File: src/ofs_consts.svh
`ifndef OFS_CONSTS_SVH
`define OFS_CONSTS_SVH

// ---------------------------------------------------------------------------
// register offsets
// ---------------------------------------------------------------------------
`define OFS_ADDR_STATUS_FIRST   8'h00
`define OFS_ADDR_STATUS_SECOND  8'h01
`define OFS_ADDR_STATUS_LED     8'h02
`define OFS_ADDR_WRITE_INDEX    8'h04
`define OFS_ADDR_READ_INDEX     8'h05
`define OFS_ADDR_COUNT_LOSS     8'h06
`define OFS_ADDR_COUNT_LOW      8'h07

// ---------------------------------------------------------------------------
// field positions and reset values
// ---------------------------------------------------------------------------
`define OFS_S1_EXP_BIT          3
`define OFS_S1_LIMB_BIT         2
`define OFS_S1_LIMA_BIT         1
`define OFS_S1_PWR_BIT          0
`define OFS_S2_LED9_BIT         7
`define OFS_S2_OOR_BIT          6
`define OFS_S2_INV_BIT          2
`define OFS_LED9_IDX            8
`define OFS_RESET_BYTE          8'h00
`define OFS_RESET_PWR           1'b1

// ---------------------------------------------------------------------------
// conversion range limits (20-bit two's complement)
// ---------------------------------------------------------------------------
`define OFS_ADC_W               20
`define OFS_ADC_POS_FULL        20'h7FFFF
`define OFS_ADC_NEG_QUARTER     20'hE0000

// ---------------------------------------------------------------------------
// fifo widths and limits
// ---------------------------------------------------------------------------
`define OFS_IDX_W               8
`define OFS_CNT_W               9
`define OFS_LOST_W              7
`define OFS_LOST_MAX            7'h7F
`define OFS_FIFO_FULL           9'h100

// ---------------------------------------------------------------------------
// timing
// ---------------------------------------------------------------------------
`define OFS_CLK_KHZ             200000
`define OFS_OOR_DELAY_MS        10
`define OFS_OOR_CNT_W           21

`endif

File: src/ofs_pkg.sv
`default_nettype none
`include "ofs_consts.svh"
package ofs_pkg;

  // fifo index and counter state
  typedef struct packed {
    logic [`OFS_IDX_W-1:0]  wr_idx;
    logic [`OFS_IDX_W-1:0]  rd_idx;
    logic [`OFS_CNT_W-1:0]  fill;
    logic [`OFS_LOST_W-1:0] lost;
  } ofs_fifo_st_t;

  // status flag and read-port state
  typedef struct packed {
    logic                     exposure_overflow_flag;
    logic                     lim_a;
    logic                     lim_b;
    logic                     pwr;
    logic [8:0]               led_low;
    logic                     oor;
    logic                     inv_cfg;
    logic [`OFS_OOR_CNT_W-1:0] oor_cnt;
    logic [7:0]               rdata;
    logic                     irq_a;
    logic                     irq_b;
  } ofs_stat_st_t;

endpackage
`default_nettype wire

File: src/ofs_fifo_idx.sv
`timescale 1ns/100ps
`default_nettype none
`include "ofs_consts.svh"
module ofs_fifo_idx
  import ofs_pkg::*;
(
  input  wire logic                   ref_clk,
  input  wire logic                   rst_n,
  input  wire logic                   soft_rst,
  input  wire logic                   push,
  input  wire logic                   pop,
  input  wire logic                   flush,
  input  wire logic                   rollover,
  input  wire logic                   rd_load,
  input  wire logic [`OFS_IDX_W-1:0]  rd_load_val,
  output logic      [`OFS_IDX_W-1:0]  wr_idx,
  output logic      [`OFS_IDX_W-1:0]  rd_idx,
  output logic      [`OFS_CNT_W-1:0]  fill_count,
  output logic      [`OFS_LOST_W-1:0] lost_count
);

  ofs_fifo_st_t st_r;
  ofs_fifo_st_t st_nxt;
  logic         full;
  logic         pop_ok;
  logic         drop;
  logic         overwrite;

  // ---------------------------------------------------------------------------
  // index and counter update
  // ---------------------------------------------------------------------------
  // a pop in the same cycle frees a slot, so a full fifo still takes the push
  always_comb
  begin
    full      = (st_r.fill == `OFS_FIFO_FULL);
    pop_ok    = pop && (st_r.fill != '0);
    drop      = push && full && !pop_ok;
    overwrite = drop && rollover;
    st_nxt    = st_r;
    if (push && (!full || pop_ok || rollover))
      st_nxt.wr_idx = st_r.wr_idx + 8'h01;
    if (pop_ok || overwrite)
      st_nxt.rd_idx = st_r.rd_idx + 8'h01;
    if (push && !full && !pop_ok)
      st_nxt.fill = st_r.fill + 9'h001;
    else if (pop_ok && !push)
      st_nxt.fill = st_r.fill - 9'h001;
    if (drop && st_r.lost != `OFS_LOST_MAX)
      st_nxt.lost = st_r.lost + 7'h01;
    // host rewrite: fill follows the distance, so a rewrite can refetch old samples
    if (rd_load)
    begin
      st_nxt.rd_idx = rd_load_val;
      st_nxt.fill   = {1'b0, st_nxt.wr_idx - rd_load_val};
    end
    if (flush)
    begin
      st_nxt.wr_idx = '0;
      st_nxt.rd_idx = '0;
      st_nxt.fill   = '0;
    end
  end

  // ---------------------------------------------------------------------------
  // state register
  // ---------------------------------------------------------------------------
  always_ff @(posedge ref_clk)
  begin
    if (!rst_n || soft_rst)
      st_r <= '0;
    else
      st_r <= st_nxt;
  end

  assign wr_idx     = st_r.wr_idx;
  assign rd_idx     = st_r.rd_idx;
  assign fill_count = st_r.fill;
  assign lost_count = st_r.lost;
endmodule
`default_nettype wire

File: src/ofs_status_regs.sv
`timescale 1ns/100ps
`default_nettype none
`include "ofs_consts.svh"
module ofs_status_regs
  import ofs_pkg::*;
#(
  parameter int MEAS_W           = 8,
  parameter int OOR_DELAY_CYCLES = `OFS_OOR_DELAY_MS * `OFS_CLK_KHZ
)
(
  input  wire logic                  ref_clk,
  input  wire logic                  rst_n,
  input  wire logic                  soft_rst,
  input  wire logic                  shutdown_request,
  input  wire logic [7:0]            reg_addr,
  input  wire logic                  reg_rd,
  input  wire logic                  reg_wr,
  input  wire logic [7:0]            reg_wdata,
  output logic      [7:0]            reg_rdata,
  input  wire logic                  exp_valid,
  input  wire logic [`OFS_ADC_W-1:0] exp_result,
  input  wire logic                  pd_forward_bias,
  input  wire logic                  meas_a_valid,
  input  wire logic [MEAS_W-1:0]     limit_a_source,
  input  wire logic [MEAS_W-1:0]     limit_a_high,
  input  wire logic [MEAS_W-1:0]     limit_a_low,
  input  wire logic                  meas_b_valid,
  input  wire logic [MEAS_W-1:0]     limit_b_source,
  input  wire logic [MEAS_W-1:0]     limit_b_high,
  input  wire logic [MEAS_W-1:0]     limit_b_low,
  input  wire logic                  exposure_end,
  input  wire logic [8:0]            led_compliance_ok,
  input  wire logic                  supply_out_of_range,
  input  wire logic [6:0]            frame_divider_high,
  input  wire logic [7:0]            frame_divider_low,
  input  wire logic [14:0]           frame_period_needed,
  input  wire logic                  fifo_push,
  input  wire logic                  fifo_pop,
  input  wire logic                  fifo_flush,
  input  wire logic                  fifo_rollover,
  input  wire logic                  irq_src_a,
  input  wire logic                  irq_src_b,
  output logic                       irq_out_a,
  output logic                       irq_out_b,
  output logic [`OFS_IDX_W-1:0]      fifo_write_index,
  output logic [`OFS_IDX_W-1:0]      fifo_read_index
);

  localparam logic [`OFS_OOR_CNT_W-1:0] OOR_LAST =
    `OFS_OOR_CNT_W'(OOR_DELAY_CYCLES - 1);

  ofs_stat_st_t              st_r;
  ofs_stat_st_t              st_nxt;
  logic [`OFS_IDX_W-1:0]     wr_idx;
  logic [`OFS_IDX_W-1:0]     rd_idx;
  logic [`OFS_CNT_W-1:0]     fill;
  logic [`OFS_LOST_W-1:0]    lost;
  logic                      rd_s1;
  logic                      rd_s2;
  logic                      rd_s3;
  logic                      set_exp;
  logic                      set_lim_a;
  logic                      set_lim_b;
  logic [8:0]                set_led;
  logic                      set_oor;
  logic                      set_inv;

  // unsigned range test, strict at both limits, shared by both limit checks
  function automatic logic outside(input logic [MEAS_W-1:0] v,
                                   input logic [MEAS_W-1:0] hi,
                                   input logic [MEAS_W-1:0] lo);
    outside = (v > hi) || (v < lo);
  endfunction

  function automatic logic rd_hit(input logic [7:0] a, input logic [7:0] ofs);
    rd_hit = reg_rd && (a == ofs);
  endfunction

  // ---------------------------------------------------------------------------
  // fifo indices and counters
  // ---------------------------------------------------------------------------
  ofs_fifo_idx u_fifo_idx (
    .ref_clk     (ref_clk),
    .rst_n       (rst_n),
    .soft_rst    (soft_rst),
    .push        (fifo_push),
    .pop         (fifo_pop),
    .flush       (fifo_flush),
    .rollover    (fifo_rollover),
    .rd_load     (reg_wr && reg_addr == `OFS_ADDR_READ_INDEX),
    .rd_load_val (reg_wdata),
    .wr_idx      (wr_idx),
    .rd_idx      (rd_idx),
    .fill_count  (fill),
    .lost_count  (lost)
  );

  // ---------------------------------------------------------------------------
  // hardware set events
  // ---------------------------------------------------------------------------
  always_comb
  begin
    rd_s1     = rd_hit(reg_addr, `OFS_ADDR_STATUS_FIRST);
    rd_s2     = rd_hit(reg_addr, `OFS_ADDR_STATUS_SECOND);
    rd_s3     = rd_hit(reg_addr, `OFS_ADDR_STATUS_LED);
    set_exp   = pd_forward_bias
              || (exp_valid && (exp_result == `OFS_ADC_POS_FULL
                  || $signed(exp_result) < $signed(`OFS_ADC_NEG_QUARTER)));
    set_lim_a = meas_a_valid
              && outside(limit_a_source, limit_a_high, limit_a_low);
    set_lim_b = meas_b_valid
              && outside(limit_b_source, limit_b_high, limit_b_low);
    set_led   = exposure_end ? ~led_compliance_ok : 9'h000;
    set_oor   = supply_out_of_range && (st_r.oor_cnt == OOR_LAST);
    set_inv   = {frame_divider_high, frame_divider_low} < frame_period_needed;
  end

  // ---------------------------------------------------------------------------
  // flag update: set beats clear in the same cycle
  // ---------------------------------------------------------------------------
  always_comb
  begin
    st_nxt         = st_r;
    st_nxt.exposure_overflow_flag = set_exp   || (st_r.exposure_overflow_flag && !rd_s1);
    st_nxt.lim_a   = set_lim_a || (st_r.lim_a && !rd_s1);
    st_nxt.lim_b   = set_lim_b || (st_r.lim_b && !rd_s1);
    // power flag only sets at reset, so here it can only be cleared
    st_nxt.pwr     = st_r.pwr && !rd_s1 && !shutdown_request;
    st_nxt.led_low[`OFS_LED9_IDX] = set_led[`OFS_LED9_IDX]
                   || (st_r.led_low[`OFS_LED9_IDX] && !rd_s2);
    st_nxt.led_low[7:0] = set_led[7:0] | (st_r.led_low[7:0] & {8{!rd_s3}});
    st_nxt.oor     = set_oor || (st_r.oor && !rd_s2);
    st_nxt.inv_cfg = set_inv || (st_r.inv_cfg && !rd_s2);
    // delay restarts on each expiry, so a lasting fault keeps retriggering
    if (!supply_out_of_range || set_oor)
      st_nxt.oor_cnt = '0;
    else
      st_nxt.oor_cnt = st_r.oor_cnt + `OFS_OOR_CNT_W'(1);
    st_nxt.irq_a   = st_nxt.pwr || irq_src_a;
    st_nxt.irq_b   = st_nxt.pwr || irq_src_b;
    // read data shows the state before the read's own clear
    if (reg_rd)
    begin
      unique case (reg_addr)
        `OFS_ADDR_STATUS_FIRST:
          st_nxt.rdata = {4'h0, st_r.exposure_overflow_flag, st_r.lim_b, st_r.lim_a, st_r.pwr};
        `OFS_ADDR_STATUS_SECOND:
          st_nxt.rdata = {st_r.led_low[`OFS_LED9_IDX], st_r.oor, 3'h0,
                          st_r.inv_cfg, 2'h0};
        `OFS_ADDR_STATUS_LED:   st_nxt.rdata = st_r.led_low[7:0];
        `OFS_ADDR_WRITE_INDEX:  st_nxt.rdata = wr_idx;
        `OFS_ADDR_READ_INDEX:   st_nxt.rdata = rd_idx;
        `OFS_ADDR_COUNT_LOSS:   st_nxt.rdata = {fill[8], lost};
        `OFS_ADDR_COUNT_LOW:    st_nxt.rdata = fill[7:0];
        default:                st_nxt.rdata = `OFS_RESET_BYTE;
      endcase
    end
  end

  // ---------------------------------------------------------------------------
  // state register
  // ---------------------------------------------------------------------------
  // soft reset restores everything but never raises the power flag
  always_ff @(posedge ref_clk)
  begin
    if (!rst_n)
    begin
      st_r       <= '0;
      st_r.pwr   <= `OFS_RESET_PWR;
      st_r.irq_a <= `OFS_RESET_PWR;
      st_r.irq_b <= `OFS_RESET_PWR;
    end
    else if (soft_rst)
    begin
      st_r       <= '0;
      st_r.pwr   <= st_r.pwr;
      st_r.irq_a <= st_r.pwr;
      st_r.irq_b <= st_r.pwr;
    end
    else
      st_r <= st_nxt;
  end

  assign reg_rdata        = st_r.rdata;
  assign irq_out_a        = st_r.irq_a;
  assign irq_out_b        = st_r.irq_b;
  assign fifo_write_index = wr_idx;
  assign fifo_read_index  = rd_idx;
endmodule
`default_nettype wire

File: config.mk
export PLATFORM = sky130hd
export DESIGN_NAME = ofs_status_regs
export DESIGN_NICKNAME = d
export VERILOG_FILES = /design/src/ofs_pkg.sv /design/src/ofs_fifo_idx.sv /design/src/ofs_status_regs.sv
export VERILOG_INCLUDE_DIRS = /design/src
export SDC_FILE = /design/constraint.sdc
export NUM_CORES = 1
export LEC_CHECK = 0
export ABC_AREA = 1
export BUFFER_PORTS_ARGS = -buffer_cell sky130_fd_sc_hd__buf_2
export CAP_MARGIN = 30
export CORE_MARGIN = 5
export CORE_UTILIZATION = 24
export CTS_CLUSTER_SIZE = 14
export DETAILED_ROUTE_END_ITERATION = 10
export PLACE_DENSITY = 0.47
export SYNTH_ARGS = -nofsm -noshare
export SYNTH_HDL_FRONTEND = slang
export SYNTH_SLANG_ARGS = --single-unit
File: constraint.sdc
create_clock -name ref_clk -period 3.2 [get_ports ref_clk]
set_input_delay 0.32 -clock ref_clk [delete_from_list [all_inputs] [get_ports ref_clk]]
set_output_delay 0.32 -clock ref_clk [all_outputs]
set_load 0.01 [all_outputs]
==> flow_summary.yaml <==
run:
  drv_cap: 0
power_and_ir_drop:
  power.switching_uw: 695
  p_leak_uw: 0.00359
  swShare_pct: 26.1
  power_frac_seq_pct: 37.7
  ir_worst_vdd_mv: 0.279
  combPwrFrac_pct: 17.3
  clockPowerShare_pct: 45.1
  p_per_area_nw_per_um2: 364
  internal-power_uw: 1960
yosys:
  synth_warnings: 0
  async_flop_share_pct: 0
  synth_nets: 1058
  synth_seq_area_share_pct: 27.0
  synth_edf_count: 0
  synth.distinct_cells: 50
  synth_area_um2: 5780
  synth_area_leaders: "dfxtp_1 27%, ha_1 13%, nand2_1 12%, inv_1 9.2%, a21oi_1 7.7%"
  yosysTopAreaCell: "dfxtp_1"
  syn_inst: 853
  synth-main-ff-cell: "dfxtp_1"
  synth_top_cell_area_share_pct: 27.0
  synth_seq_cells: 78
  syn_avg_cell_area_um2: 6.78
timing:
  rsz0062_at_grt: "no"
  worst_pin_slew_ps: 485
  min_period_over_period_pct: 85.3
  fmax_ghz: 0.366
  skew_ps: 3.27
  finalSetupTns_ps: 0
  maxSlewViolCount: 0
  max_slew_margin_pct: 67.6
  finalHoldViolCount: 0
  fin_crit_ps: 2730
  final-setup-viol-count: 0
placement:
  io_buffers: 166
  postPlaceCellArea_um2: 6960
  place_congestion: 0.837
  hpwl_mm: 15.3
detailed_routing:
  routed_wl_mm: 18.3
  via_per_inst: 4.36
  firstDrtPassIters: 4
  drc_errors: 0
  ant_nets: 0
  wl_per_cell_um: 13.6
  vias: 5859
  drt_iter0_markers: 279
global_route:
  grt-busiest-layer: "met2"
  gr-total-overflow: 0
  grt_pass1_wl_mm: 28.6
  gr-usage-met2_pct: 22.0
  grt_util_met3_pct: 2.78
  antenna_found_initial: 1
  track_usage_pct: 13.3
  met1_usage_pct: 17.6
  grt_start_max_net_pins: 25
  grt_pass1_vias: 5616
layout:
  syn_to_final_growth_pct: 26.3
  fin_util_pct: 30.9
  layout_commonest_cell: "nand2_1"
  fin_area_um2: 7310
  drive_above_1_share_pct: 21.7
  mostFrequentLayoutCells: "185 x nand2_1, 166 x buf_2, 142 x inv_1, 89 x a21oi_1, 78 x dfxtp_1"
  n_fill_cell: 2641
  nets: 1224
clocking:
  cts-root-buf: "clkbuf_16"
  cts_resized: 0
  cts.sinks: 78
  cts.clk_slew.worst_paths_ps: 60
  htreeDepth: 3
  clockBufferDepth: 2
  clk_latency_ps: 340
  cts_tree: "built"
  post-cts-setup-buffer-count: 0
  cts_hold_buffers: 0
  cts_inserted_buffers: 9
setup_path:
  crit_path_start_kind: "flop"
  cp_top_family: "simple AND/OR/NAND/NOR gates"
  cp_common_cell: "nand2_1"
  critPathMaxStageDelay_ps: 440
  cp.required_ps: 3440
  crit_chain: "nor2_1 -> nand2_1 -> nor2_2 -> nand4_1 -> nand2_2 -> nor3_1 -> xor2_1 -> inv_1 -> ha_1 -> nand3_1 -> nand2_1 -> nand2_1 -> a21oi_1 -> nor2_1 -> xnor2_1 -> nand2_1 -> nand2_1 -> nor2_1 -> nor2_1"
  crit_type: "flop to flop"
  slowest_stage: "dfxtp_1"
  cp_max_fo: 7
  worst_setup_path_end_kind: "flop"
  crit_arrival_ps: 2970
  cp_num_buf_inv: 1
min_path:
  min_path_type: "primary input to flop"
floorplanning:
  core_area_um2: 23600
  dieArea_um2: 27300
  die_w_um: 165
  initial_core_util_pct: 24.5
  pin_count: 167
  rows: 56
  dieHeight_um: 165
run_status:
  status: "finished clean"
==> per-layer routing <==
metal | vias to the layer above | wire length (µm)
li1 | 3123 | -
met1 | 2608 | 8490
met2 | 107 | 8610
met3 | 21 | 875
met4 | 0 | 331
met5 | - | 0
==> power groups by stage <==
stage	Sequential, µW	Clock, µW	Combinational, µW
2_1_floorplan	1020	0	276
3_3_place_gp	1020	0	463
3_5_place_dp	1020	0	460
4_1_cts	1000	1240	463
5_1_grt	1000	1280	530
6_report	1000	1200	459
==> logic make-up after synthesis <==
kind of cell | Yosys count | synth area share (%)
fa+ha+maj | 64 | 14.1
xor+xnor | 24 | 3.63
buf+inv | 165 | 11.3
flops | 78 | 27.0
simple gates | 354 | 28.1
compound gates | 168 | 15.9
==> final cells by class <==
type	count	area [µm²]	share of cell area, %
Clock buffer	10	239	3.27
Clock inverter	6	109	1.49
Tap cell	319	399	5.46
Timing Repair Buffer	170	861	11.8
Antenna cell	1	2.50	0.0343
Sequential cell	78	1560	21.4
Inverter	150	564	7.72
Multi-Input combinational cell	610	3570	48.9
==> path summary, 6_finish.rpt <==
| check | cells after the start | to | slack, ps | from |
|---|---|---|---|---|
| hold reg to reg | 2 | reg_rdata[0]$_SDFFE_PP0P_ | 460 | reg_rdata[0]$_SDFFE_PP0P_ |
| setup reg to reg | 19 | u_fifo_idx.fill_count[6]$_SDFFE_PP0P_ | 470 | u_fifo_idx.fill_count[1]$_SDFFE_PP0P_ |
| setup / recovery | 19 | u_fifo_idx.fill_count[6]$_SDFFE_PP0P_ | 470 | u_fifo_idx.fill_count[1]$_SDFFE_PP0P_ |
| hold / removal | 3 | irq_out_a$_SDFF_PN1_ | 190 | irq_src_a |
==> through the flow <==
step	power, µW	worst slack (ps)	hold WS [ps]	instances
after floorplan	1300	777	439	853
after global placement	1490	516	452	1327
after global routing	2810	189	194	1344
after detailed placement	1480	487	456	1327
after CTS	2700	460	182	1343
final	2660	469	195	1344
==> worst reg2reg max path, delay by kind of cell, from the launching register on <==
| kind | cells | cell delay, ps |
|---|---|---|
| buf+inv | 1 | 70 |
| fa+ha+maj | 1 | 370 |
| flops | 1 | 440 |
| xor+xnor | 2 | 350 |
| compound gates | 1 | 130 |
| simple gates | 14 | 1280 |
==> Yosys cell counts (all sizes together), types with 2 or more instances <==
cell type and instances:
ha 62, xor2 15, a21oi 91, o22ai 2, nor3 17, o21ai 49, a31oi 6, buf 11
inv 147, nand2 191, fa 2, o31ai 4, a22o 2, clkbuf 4, a22oi 3, nor3b 4
o21bai 2, nand4 21, xnor2 9, o211ai 2, nor2 78, dfxtp 78, nor4 6, or2 3
nand3 33, clkinv 3
==> registers in the layout, indices dropped and copies added, names as in the netlist <==
signal / flops
u_fifo_idx.rd_idx: 8
u_fifo_idx.wr_idx: 8
st_r: 36
irq_out_a: 1
u_fifo_idx.fill_count: 9
reg_rdata: 8
u_fifo_idx.lost_count: 7
irq_out_b: 1
No activity file was read; power rests on OpenSTA's default activity.
